`src/rtl/dior_map.svh`:
```
// Offsets, field positions and timing counts of the digital I/O router
`ifndef DIOR_MAP_SVH
`define DIOR_MAP_SVH
`define DIOR_OFF_IN_WORD 12'h000
`define DIOR_OFF_OUT_CMD 12'h004
`define DIOR_OFF_OUT_UNUSED 12'h008
`define DIOR_OFF_OUT_POL 12'h00c
`define DIOR_OFF_OUT_FEN 12'h010
`define DIOR_OFF_OUT_FVAL 12'h014
`define DIOR_OFF_OUT_APPLIED 12'h018
`define DIOR_OFF_OUT_ROUTE 12'h01c
`define DIOR_OFF_LED_EN 12'h020
`define DIOR_OFF_IN_SFMASK 12'h024
`define DIOR_OFF_IN_ROUTE 12'h028
`define DIOR_OFF_STATUS 12'h02c
`define DIOR_OFF_SEL_BASE 12'h100
`define DIOR_BIT_INTERLOCK 3
`define DIOR_BIT_BRAKE 0
`define DIOR_BIT_OUT_FIRST 16
`define DIOR_BIT_LED_GREEN 0
`define DIOR_BIT_LED_RED 1
`define DIOR_SEL_INV_BIT 7
`define DIOR_SRC_PHYS_LAST 7'h10
`define DIOR_SRC_HALL_U 7'h41
`define DIOR_SRC_ENC_IDX 7'h46
`define DIOR_SAMPLE_PERIOD_US 1000
`define DIOR_CLK_MHZ 50
`define DIOR_SAMPLE_CYCLES (`DIOR_SAMPLE_PERIOD_US * `DIOR_CLK_MHZ)
`define DIOR_LED_HALF_MS 250
`endif

```
`src/rtl/dior_pkg.sv`:
```
// Types shared by the digital I/O router
package dior_pkg;
    typedef enum logic [1:0] {
        DIOR_WR_IDLE,
        DIOR_WR_RESP
    } dior_wr_state_t;
endpackage

```
`src/rtl/dior_top.sv`:
```
// Digital I/O router: input source selection, interlock, output conditioning, LEDs
//
// Design decisions made here: the AXI4-Lite slave port and the register addresses.
`timescale 1ns/1ns
`default_nettype none
`include "dior_map.svh"
// Contract
// - One source selector per input word bit
// - Codes select zero, physical, hall, encoder
// - Bit seven inverts source; 0x80 gives one
// - Selector 0x11 routes input word bit 16; the code decodes 0x11 to zero instead
// - Interlock low bit three raises error
// - Interlock active only with mask bit three
// - Interlock signal is routed bit three
// - Output k driven from bit 15+k
// - Output bit zero drives brake only
// - Config bits affect own output only
// - Polarity bit inverts command drive
// - Force enable selects force value
// - Force value holds level per bit
// - Applied outputs readable in readback
// - Routing switch enables routed outputs
// - LED enables for green and red
// - Selectors act only when routing on
// - Inputs sampled every millisecond, short pulses dropped
module dior_top
    import dior_pkg::*;
#(
    parameter int NUM_OUT = 16,                       // Physical outputs
    parameter int SAMPLE_CYCLES = `DIOR_SAMPLE_CYCLES, // Cycles per input sample
    parameter int LED_HALF_CYCLES = `DIOR_LED_HALF_MS * 1000 * `DIOR_CLK_MHZ // LED blink half period
)(
    input wire logic core_clk,             // System clock, 50 MHz
    input wire logic rst_n,                // Synchronous reset, active low
    input wire logic [15:0] phys_in,       // Physical inputs 1..16 (bit 0 = input 1)
    input wire logic [2:0] hall_in,        // Hall U, V, W
    input wire logic [2:0] enc_in,         // Encoder A, B, Index
    input wire logic [15:0] legacy_in_word, // Input word bits used while routing is off
    input wire logic [31:0] routed_out,    // Routed output sources, used when routing is on
    input wire logic [11:0] s_axi_awaddr,  // AXI write address
    input wire logic s_axi_awvalid,        // AXI write address valid
    output logic s_axi_awready,            // AXI write address ready
    input wire logic [31:0] s_axi_wdata,   // AXI write data
    input wire logic [3:0] s_axi_wstrb,    // AXI write strobes
    input wire logic s_axi_wvalid,         // AXI write data valid
    output logic s_axi_wready,             // AXI write data ready
    output logic [1:0] s_axi_bresp,        // AXI write response
    output logic s_axi_bvalid,             // AXI write response valid
    input wire logic s_axi_bready,         // AXI write response ready
    input wire logic [11:0] s_axi_araddr,  // AXI read address
    input wire logic s_axi_arvalid,        // AXI read address valid
    output logic s_axi_arready,            // AXI read address ready
    output logic [31:0] s_axi_rdata,       // AXI read data
    output logic [1:0] s_axi_rresp,        // AXI read response
    output logic s_axi_rvalid,             // AXI read data valid
    input wire logic s_axi_rready,         // AXI read data ready
    input wire logic drive_error,          // Drive in error state (from controller)
    output logic [NUM_OUT-1:0] out_level,  // Applied output levels
    output logic brake_out,                // Applied brake level
    output logic interlock_fault,          // Interlock demands error state and fault reaction
    output logic led_green,                // Green LED drive
    output logic led_red                   // Red LED drive
);
    localparam int NSRC = 32; // Selector entries for input word bits 0..31

    // Input synchroniser stages and sampled copy
    logic [21:0] sync1_ff;
    logic [21:0] sync2_ff;
    logic [21:0] sync3_ff;
    logic [21:0] sampled_ff;
    logic [$clog2(SAMPLE_CYCLES)-1:0] tick_cnt_ff;
    logic tick_ff;
    // Registers
    logic [7:0] sel_ff [NSRC];
    logic [31:0] out_cmd_ff;
    logic [31:0] pol_ff;
    logic [31:0] fen_ff;
    logic [31:0] fval_ff;
    logic out_route_ff;
    logic [1:0] led_en_ff;
    logic [31:0] in_sfmask_ff;
    logic in_route_ff;
    logic [31:0] in_word_ff;
    logic [31:0] applied_ff;
    logic fault_ff;
    // Bus state and LED blink timebase
    dior_wr_state_t wr_state_ff;
    logic aw_got_ff;
    logic w_got_ff;
    logic [11:0] awaddr_ff;
    logic [31:0] wdata_ff;
    logic [3:0] wstrb_ff;
    logic rvalid_ff;
    logic [31:0] rdata_ff;
    logic [1:0] rresp_ff;
    logic [1:0] bresp_ff;
    logic [$clog2(LED_HALF_CYCLES)-1:0] led_cnt_ff;
    logic blink_ff;

    // Three-stage synchroniser on the physical, hall and encoder inputs
    always_ff @(posedge core_clk)
    begin
        if (!rst_n)
        begin
            sync1_ff <= 22'h0;
            sync2_ff <= 22'h0;
            sync3_ff <= 22'h0;
        end
        else
        begin
            sync1_ff <= {enc_in, hall_in, phys_in};
            sync2_ff <= sync1_ff;
            sync3_ff <= sync2_ff;
        end
    end

    // Millisecond sample tick
    always_ff @(posedge core_clk)
    begin
        if (!rst_n || tick_cnt_ff == ($clog2(SAMPLE_CYCLES))'(SAMPLE_CYCLES - 1))
        begin
            tick_cnt_ff <= '0;
            tick_ff <= rst_n;
        end
        else
        begin
            tick_cnt_ff <= tick_cnt_ff + 1'b1;
            tick_ff <= 1'b0;
        end
    end

    // Sample only where stages 2 and 3 agree; pulses between ticks are lost
    always_ff @(posedge core_clk)
    begin
        if (!rst_n)
            sampled_ff <= 22'h0;
        else if (tick_ff)
            sampled_ff <= (sync2_ff & sync3_ff) | (sampled_ff & (sync2_ff | sync3_ff));
    end

    // Source decode for one selector code
    function automatic logic src_pick(input logic [7:0] code, input logic [21:0] s);
        logic [6:0] idx;
        idx = code[6:0];
        if (idx == 7'h00)
            src_pick = code[`DIOR_SEL_INV_BIT];
        else if (idx <= `DIOR_SRC_PHYS_LAST)
            src_pick = s[idx[3:0] - 4'h1] ^ code[`DIOR_SEL_INV_BIT];
        else if (idx >= `DIOR_SRC_HALL_U && idx <= `DIOR_SRC_ENC_IDX)
            src_pick = s[5'd16 + 5'(idx - `DIOR_SRC_HALL_U)] ^ code[`DIOR_SEL_INV_BIT];
        else
            src_pick = 1'b0;
    endfunction

    // Input word assembly, once per sample tick
    always_ff @(posedge core_clk)
    begin
        if (!rst_n)
            in_word_ff <= 32'h0;
        else if (tick_ff)
        begin
            for (int n = 0; n < NSRC; n++)
            begin
                if (in_route_ff)
                    in_word_ff[n] <= src_pick(sel_ff[n], sampled_ff);
                else if (n < 16)
                    in_word_ff[n] <= legacy_in_word[n];
                else
                    in_word_ff[n] <= sampled_ff[n-16];
            end
        end
    end

    // Interlock: bit 3 of the input word releases motion when enabled
    always_ff @(posedge core_clk)
    begin
        if (!rst_n)
            fault_ff <= 1'b0;
        else
            fault_ff <= in_sfmask_ff[`DIOR_BIT_INTERLOCK] && !in_word_ff[`DIOR_BIT_INTERLOCK];
    end
    assign interlock_fault = fault_ff;

    // Output conditioning per bit: force choice, then polarity
    always_ff @(posedge core_clk)
    begin
        if (!rst_n)
            applied_ff <= 32'h0;
        else
        begin
            for (int b = 0; b < 32; b++)
            begin
                logic cmd;
                cmd = out_route_ff ? routed_out[b] : out_cmd_ff[b];
                if (fen_ff[b])
                    cmd = fval_ff[b];
                applied_ff[b] <= cmd ^ pol_ff[b];
            end
        end
    end
    assign brake_out = applied_ff[`DIOR_BIT_BRAKE];
    assign out_level = applied_ff[`DIOR_BIT_OUT_FIRST +: NUM_OUT];

    // LED blink timebase
    always_ff @(posedge core_clk)
    begin
        if (!rst_n || led_cnt_ff == ($clog2(LED_HALF_CYCLES))'(LED_HALF_CYCLES - 1))
        begin
            led_cnt_ff <= '0;
            blink_ff <= rst_n ? ~blink_ff : 1'b0;
        end
        else
            led_cnt_ff <= led_cnt_ff + 1'b1;
    end
    assign led_green = led_en_ff[`DIOR_BIT_LED_GREEN] && !drive_error && blink_ff;
    assign led_red = led_en_ff[`DIOR_BIT_LED_RED] && drive_error && blink_ff;

    // Write channel: capture address and data in either order, then respond
    always_ff @(posedge core_clk)
    begin
        if (!rst_n)
        begin
            wr_state_ff <= DIOR_WR_IDLE;
            aw_got_ff <= 1'b0;
            w_got_ff <= 1'b0;
            awaddr_ff <= 12'h0;
            wdata_ff <= 32'h0;
            wstrb_ff <= 4'h0;
            bresp_ff <= 2'h0;
        end
        else
        begin
            unique case (wr_state_ff)
                DIOR_WR_IDLE:
                begin
                    if (s_axi_awvalid && !aw_got_ff)
                    begin
                        aw_got_ff <= 1'b1;
                        awaddr_ff <= s_axi_awaddr;
                    end
                    if (s_axi_wvalid && !w_got_ff)
                    begin
                        w_got_ff <= 1'b1;
                        wdata_ff <= s_axi_wdata;
                        wstrb_ff <= s_axi_wstrb;
                    end
                    if (aw_got_ff && w_got_ff)
                    begin
                        wr_state_ff <= DIOR_WR_RESP;
                        bresp_ff <= wr_ok(awaddr_ff) ? 2'h0 : 2'h2;
                    end
                end
                DIOR_WR_RESP:
                begin
                    if (s_axi_bready)
                    begin
                        wr_state_ff <= DIOR_WR_IDLE;
                        aw_got_ff <= 1'b0;
                        w_got_ff <= 1'b0;
                    end
                end
            endcase
        end
    end
    assign s_axi_awready = (wr_state_ff == DIOR_WR_IDLE) && !aw_got_ff;
    assign s_axi_wready = (wr_state_ff == DIOR_WR_IDLE) && !w_got_ff;
    assign s_axi_bvalid = (wr_state_ff == DIOR_WR_RESP);
    assign s_axi_bresp = bresp_ff;

    // Writable address check
    function automatic logic wr_ok(input logic [11:0] a);
        wr_ok = (a == `DIOR_OFF_OUT_CMD) || (a == `DIOR_OFF_OUT_POL) || (a == `DIOR_OFF_OUT_FEN)
            || (a == `DIOR_OFF_OUT_FVAL) || (a == `DIOR_OFF_OUT_ROUTE) || (a == `DIOR_OFF_LED_EN)
            || (a == `DIOR_OFF_IN_SFMASK) || (a == `DIOR_OFF_IN_ROUTE)
            || (a[11:8] == 4'(`DIOR_OFF_SEL_BASE >> 8) && a[1:0] == 2'h0 && a[7:2] < 6'(NSRC));
    endfunction

    // Merge byte lanes
    function automatic logic [31:0] lanes(input logic [31:0] old, input logic [31:0] d,
                                          input logic [3:0] s);
        for (int i = 0; i < 4; i++)
            old[i*8 +: 8] = s[i] ? d[i*8 +: 8] : old[i*8 +: 8];
        lanes = old;
    endfunction

    // Register updates on the write commit cycle
    logic wr_commit;
    assign wr_commit = (wr_state_ff == DIOR_WR_IDLE) && aw_got_ff && w_got_ff;
    always_ff @(posedge core_clk)
    begin
        if (!rst_n)
        begin
            out_cmd_ff <= 32'h0;
            pol_ff <= 32'h0;
            fen_ff <= 32'h0;
            fval_ff <= 32'h0;
            out_route_ff <= 1'b0;
            led_en_ff <= 2'h0;
            in_sfmask_ff <= 32'h0;
            in_route_ff <= 1'b0;
            for (int n = 0; n < NSRC; n++)
                sel_ff[n] <= 8'h00;
        end
        else if (wr_commit)
        begin
            unique case (awaddr_ff)
                `DIOR_OFF_OUT_CMD: out_cmd_ff <= lanes(out_cmd_ff, wdata_ff, wstrb_ff);
                `DIOR_OFF_OUT_POL: pol_ff <= lanes(pol_ff, wdata_ff, wstrb_ff);
                `DIOR_OFF_OUT_FEN: fen_ff <= lanes(fen_ff, wdata_ff, wstrb_ff);
                `DIOR_OFF_OUT_FVAL: fval_ff <= lanes(fval_ff, wdata_ff, wstrb_ff);
                `DIOR_OFF_OUT_ROUTE: if (wstrb_ff[0]) out_route_ff <= wdata_ff[0];
                `DIOR_OFF_LED_EN: if (wstrb_ff[0]) led_en_ff <= wdata_ff[1:0];
                `DIOR_OFF_IN_SFMASK: in_sfmask_ff <= lanes(in_sfmask_ff, wdata_ff, wstrb_ff);
                `DIOR_OFF_IN_ROUTE: if (wstrb_ff[0]) in_route_ff <= wdata_ff[0];
                default:
                    if (wr_ok(awaddr_ff) && wstrb_ff[0])
                        sel_ff[awaddr_ff[6:2]] <= wdata_ff[7:0];
            endcase
        end
    end

    // Read channel: one-cycle latency, SLVERR on unmapped
    always_ff @(posedge core_clk)
    begin
        if (!rst_n)
        begin
            rvalid_ff <= 1'b0;
            rdata_ff <= 32'h0;
            rresp_ff <= 2'h0;
        end
        else if (rvalid_ff)
        begin
            if (s_axi_rready)
                rvalid_ff <= 1'b0;
        end
        else if (s_axi_arvalid)
        begin
            rvalid_ff <= 1'b1;
            rresp_ff <= 2'h0;
            unique case (s_axi_araddr)
                `DIOR_OFF_IN_WORD: rdata_ff <= in_word_ff;
                `DIOR_OFF_OUT_CMD: rdata_ff <= out_cmd_ff;
                `DIOR_OFF_OUT_UNUSED: rdata_ff <= 32'h0;
                `DIOR_OFF_OUT_POL: rdata_ff <= pol_ff;
                `DIOR_OFF_OUT_FEN: rdata_ff <= fen_ff;
                `DIOR_OFF_OUT_FVAL: rdata_ff <= fval_ff;
                `DIOR_OFF_OUT_APPLIED: rdata_ff <= applied_ff;
                `DIOR_OFF_OUT_ROUTE: rdata_ff <= {31'h0, out_route_ff};
                `DIOR_OFF_LED_EN: rdata_ff <= {30'h0, led_en_ff};
                `DIOR_OFF_IN_SFMASK: rdata_ff <= in_sfmask_ff;
                `DIOR_OFF_IN_ROUTE: rdata_ff <= {31'h0, in_route_ff};
                `DIOR_OFF_STATUS: rdata_ff <= {31'h0, fault_ff};
                default:
                begin
                    if (wr_ok(s_axi_araddr))
                        rdata_ff <= {24'h0, sel_ff[s_axi_araddr[6:2]]};
                    else
                    begin
                        rdata_ff <= 32'h0;
                        rresp_ff <= 2'h2;
                    end
                end
            endcase
        end
    end
    assign s_axi_arready = !rvalid_ff;
    assign s_axi_rvalid = rvalid_ff;
    assign s_axi_rdata = rdata_ff;
    assign s_axi_rresp = rresp_ff;
endmodule
`default_nettype wire
```
`config.mk`:
```
export PLATFORM = sky130hd
export DESIGN_NAME = dior_top
export DESIGN_NICKNAME = d
export VERILOG_FILES = /design/src/rtl/dior_pkg.sv /design/src/rtl/dior_top.sv
export VERILOG_INCLUDE_DIRS = /design/src /design/src/rtl
export SDC_FILE = /design/constraint.sdc
export NUM_CORES = 2
export LEC_CHECK = 0
export BUFFER_PORTS_ARGS = -buffer_cell sky130_fd_sc_hd__buf_2
export CAP_MARGIN = 40
export CORE_UTILIZATION = 25
export CTS_BUF_LIST = sky130_fd_sc_hd__clkbuf_16
export DETAILED_ROUTE_END_ITERATION = 10
export SLEW_MARGIN = 5
export SYNTH_ARGS = -nofsm -noshare
export SYNTH_HDL_FRONTEND = slang
export SYNTH_SLANG_ARGS = --single-unit
```
`constraint.sdc`:
```
create_clock -name core_clk -period 3 [get_ports core_clk]
set_input_delay 0.15 -clock core_clk [delete_from_list [all_inputs] [get_ports core_clk]]
set_output_delay 0.15 -clock core_clk [all_outputs]
set_load 0.01 [all_outputs]
```
==> results.json <==
{
  "ys_top_cells_by_area": "dfxtp_1 21%, edfxtp_1 18%, mux4_2 12%",
  "synthSimpleGateAreaFrac_pct": 17.8,
  "worst-path-buf-inv": 2,
  "slowest_stage": "mux4_2",
  "grt_pass1_vias": 34800,
  "ir_drop_v": 0.000367,
  "place_hpwl_um": 109000,
  "final_common_cell": "dfxtp_1",
  "antenna_found_initial": 12,
  "synthXorXnorAreaFrac_pct": 4.06,
  "crit_type": "reg2reg",
  "synth-seq-cells": 701,
  "min-delay-path-class": "in2reg",
  "synth-seq-area-share_pct": 38.7,
  "grt.overflow.total": 0,
  "r2r_end": "in_word_ff[31]$_SDFFE_PN0P_",
  "synth_compound_area_share_pct": 11.7,
  "drtIter0Drc": 4101,
  "crit_start": "sel_ff[31][1]$_SDFFCE_PN0P_",
  "total_power_mw": 22.4,
  "max_cap_violations": 0,
  "core_area_um2": 170000,
  "die_w_um": 416,
  "r2r.worst_path.cells": 10,
  "crit_family": "multiplexers",
  "io_pins": 199,
  "crit_chain": "inv_1 > ha_1 > xor2_1 > buf_4 > mux4_2 > mux2i_2 > a2bb2oi_1 > mux2i_1 > o21ai_0 > a211oi_1",
  "synth_top_area_cell": "dfxtp_1",
  "synth.cell_area_um2": 42900,
  "route.detailed.drc": 0,
  "path_clk_slew_ns": 0.06,
  "crit_end": "in_word_ff[31]$_SDFFE_PN0P_",
  "grt_pass1_wl_um": 233000,
  "portBuffers": 196,
  "row_count": 151,
  "final_cell_mix": "438 x dfxtp_1, 420 x nor2_1, 326 x and2_1, 307 x mux2i_1, 287 x nand2_1",
  "yosys_warnings": 0,
  "gp_congestion": 0.939,
  "dr_total_vias": 36400,
  "p_leak_nw": 19.0,
  "syn_area_per_cell_um2": 10.0,
  "setup_violations": 0,
  "synth_cell_types": 82,
  "cts_buffer_depth": 3,
  "status": "finished clean",
  "relSlewSlack_pct": 39.2,
  "drive_gt1_share_pct": 19.0,
  "start_util_pct": 25.3,
  "r2r_start": "sel_ff[31][1]$_SDFFCE_PN0P_",
  "htreeDepth": 3,
  "num-nets-final": 4798,
  "regToRegSetupSlack_ns": 0.14,
  "skew_ns": 0.0379,
  "synth_edf_count": 257,
  "insertion_delay_ns": 0.70,
  "num-fill-cells": 17400,
  "tightest_slew_ns": 0.909,
  "viasPerCell": 5.31,
  "power_density_nw_per_um2": 436,
  "synth_mux_area_share_pct": 20.7,
  "tns_ns": 0,
  "endpoint_kind": "flip-flop",
  "cp-start-kind": "flip-flop",
  "cts_setup_buffers": 0,
  "area.sequential_um2": 16600,
  "instances_no_fill": 6849,
  "synth_top_family_by_area": "multiplexers",
  "wl_per_cell_um": 23.4,
  "cts-root-buf": "clkbuf_16",
  "die_area_um2": 173000,
  "crit_required_ns": 3.59,
  "slew_viol_final": 0,
  "area_delta_synth_final_pct": 19.4,
  "first_pass_iters": 9,
  "rsz0062_at_grt": "no",
  "worstSetupPathDepth": 10,
  "yosysTopAreaCellShare_pct": 20.7,
  "cts_made_buffers": 78,
  "cts_tree": "built",
  "ys_async_sr_fraction_pct": 0,
  "grt_usage_pct": 17.9,
  "multi_input_area_um2": 24600,
  "ant_nets": 0,
  "period_minus_slack_ns": 2.86,
  "grt_max_degree": 127,
  "placedCellCount": 6588,
  "whs_ns": 0.0265,
  "die_y_um": 416,
  "hold_violations": 0,
  "finalCritPeriodShare_pct": 95.4,
  "synthFlopType": "dfxtp_1",
  "routed_wl_um": 160000,
  "cts.sinks": 701,
  "max_freq_ghz": 0.349,
  "synth_fa_ha_area_share_pct": 2.86,
  "path_max_fanout": 5,
  "slowest_delay_ns": 0.51,
  "cp_data_arrival_time_ns": 3.45,
  "synth_cells": 4275
}
## cell families (layout without fill, tap and decap cells)
logic type | Yosys count | count (layout)
adders and majority gates | 98 | 98
AOI/OAI and AO/OA | 761 | 761
other | 1 | 6
xor gates and xnor gates | 198 | 198
and+or+nand+nor | 1499 | 1499
muxes | 573 | 573
buffers and inverters | 444 | 795
DFF | 701 | 701
## stage by stage
step / area [um^2] / util [%] / setup WS (ns)
after global routing: 51200 / 30.2 / 0.000765
after floorplan: 42900 / - / 0.0267
after detailed placement: 47500 / 28.0 / 0.120
final: 51200 / 30.2 / 0.138
after global placement: 47500 / 28.0 / 0.171
after CTS: 51200 / 30.1 / 0.110
## worst min-delay path, delay by kind of cell
kind                      cells  cell delay, ns
buffers and inverters         1            0.13
muxes                         1            0.07
AOI/OAI and AO/OA             1            0.19
xor gates and xnor gates      1            0.07
and+or+nand+nor               1            0.07
## layer usage
| metal | share of wire, % | global-route usage (%) | wire length, um |
|---|---|---|---|
| met5 | 0.021 | 0 | 33 |
| met4 | 7.3 | 12.3 | 11700 |
| met3 | 8.1 | 2.85 | 13100 |
| met2 | 46 | 29.2 | 74500 |
| met1 | 38 | 21.6 | 61200 |
## worst min path at each step
stage,end,startpoint,cells past startpoint,slack [ns]
2_1_floorplan,s_axi_rvalid$_SDFF_PN0_,s_axi_rready,1,0.25
5_1_grt,applied_ff[1]$_SDFF_PN0_,routed_out[1],5,0.07
4_1_cts,applied_ff[16]$_SDFF_PN0_,routed_out[16],5,0.01
3_3_place_gp,s_axi_rvalid$_SDFF_PN0_,s_axi_rready,2,0.34
6_report,applied_ff[30]$_SDFF_PN0_,routed_out[30],5,0.03
3_5_place_dp,s_axi_rvalid$_SDFF_PN0_,s_axi_rready,2,0.34
## state kept, by name (all words and copies together) (netlist names), 24 cells and up
name	count
led_cnt_ff	24
in_word_ff	32
applied_ff	32
out_cmd_ff	32
wdata_ff	32
sel_ff	256
pol_ff	32
in_sfmask_ff	32
fval_ff	32
fen_ff	32
s_axi_rdata	32
## synthesized netlist by cell type, types with 10 or more instances
cell type	n
a211o_1	18
a211oi_1	22
a21boi_0	20
a21o_1	28
a21oi_1	216
a221o_1	24
a221oi_1	52
a222oi_1	33
a2bb2oi_1	17
a311oi_1	31
a31oi_1	22
and2_1	326
and3_1	27
buf_1	14
buf_2	46
buf_4	18
clkbuf_1	263
dfxtp_1	444
edfxtp_1	257
ha_1	98
inv_1	96
mux2_2	14
mux2i_1	313
mux4_1	17
mux4_2	229
nand2_1	287
nand2b_1	49
nand3_1	70
nand3b_1	26
nand4_1	18
nor2_1	420
nor2_2	12
nor2b_1	41
nor3_1	104
nor3b_1	51
nor4_1	10
o21ai_0	192
xnor2_1	99
xor2_1	98
## area by class of cell
type / instances / area share, %
Clock inverter: 65 / 1.03
Sequential cell: 701 / 32.4
Antenna cell: 4 / 0.0195
Multi-Input combinational cell: 3131 / 48.0
Tap cell: 2218 / 5.42
Inverter: 99 / 0.742
Timing Repair Buffer: 551 / 8.43
Clock buffer: 80 / 3.91
## power breakdown
part	internal, mW	leakage (nW)	switching (mW)	total [mW]
Sequential	10.1	6.25	0.326	10.4
Combinational	1.01	11.5	1.34	2.34
Clock	5.34	1.28	4.27	9.61
Total	16.4	19.0	5.94	22.4
## repair_timing
item	in CTS	in global routing
hold endpoints to repair	111	0
hold buffers	112	0
resized for setup	0	12
endpoints found under the setup margin	0	9
(Power assumes the default switching activity.)
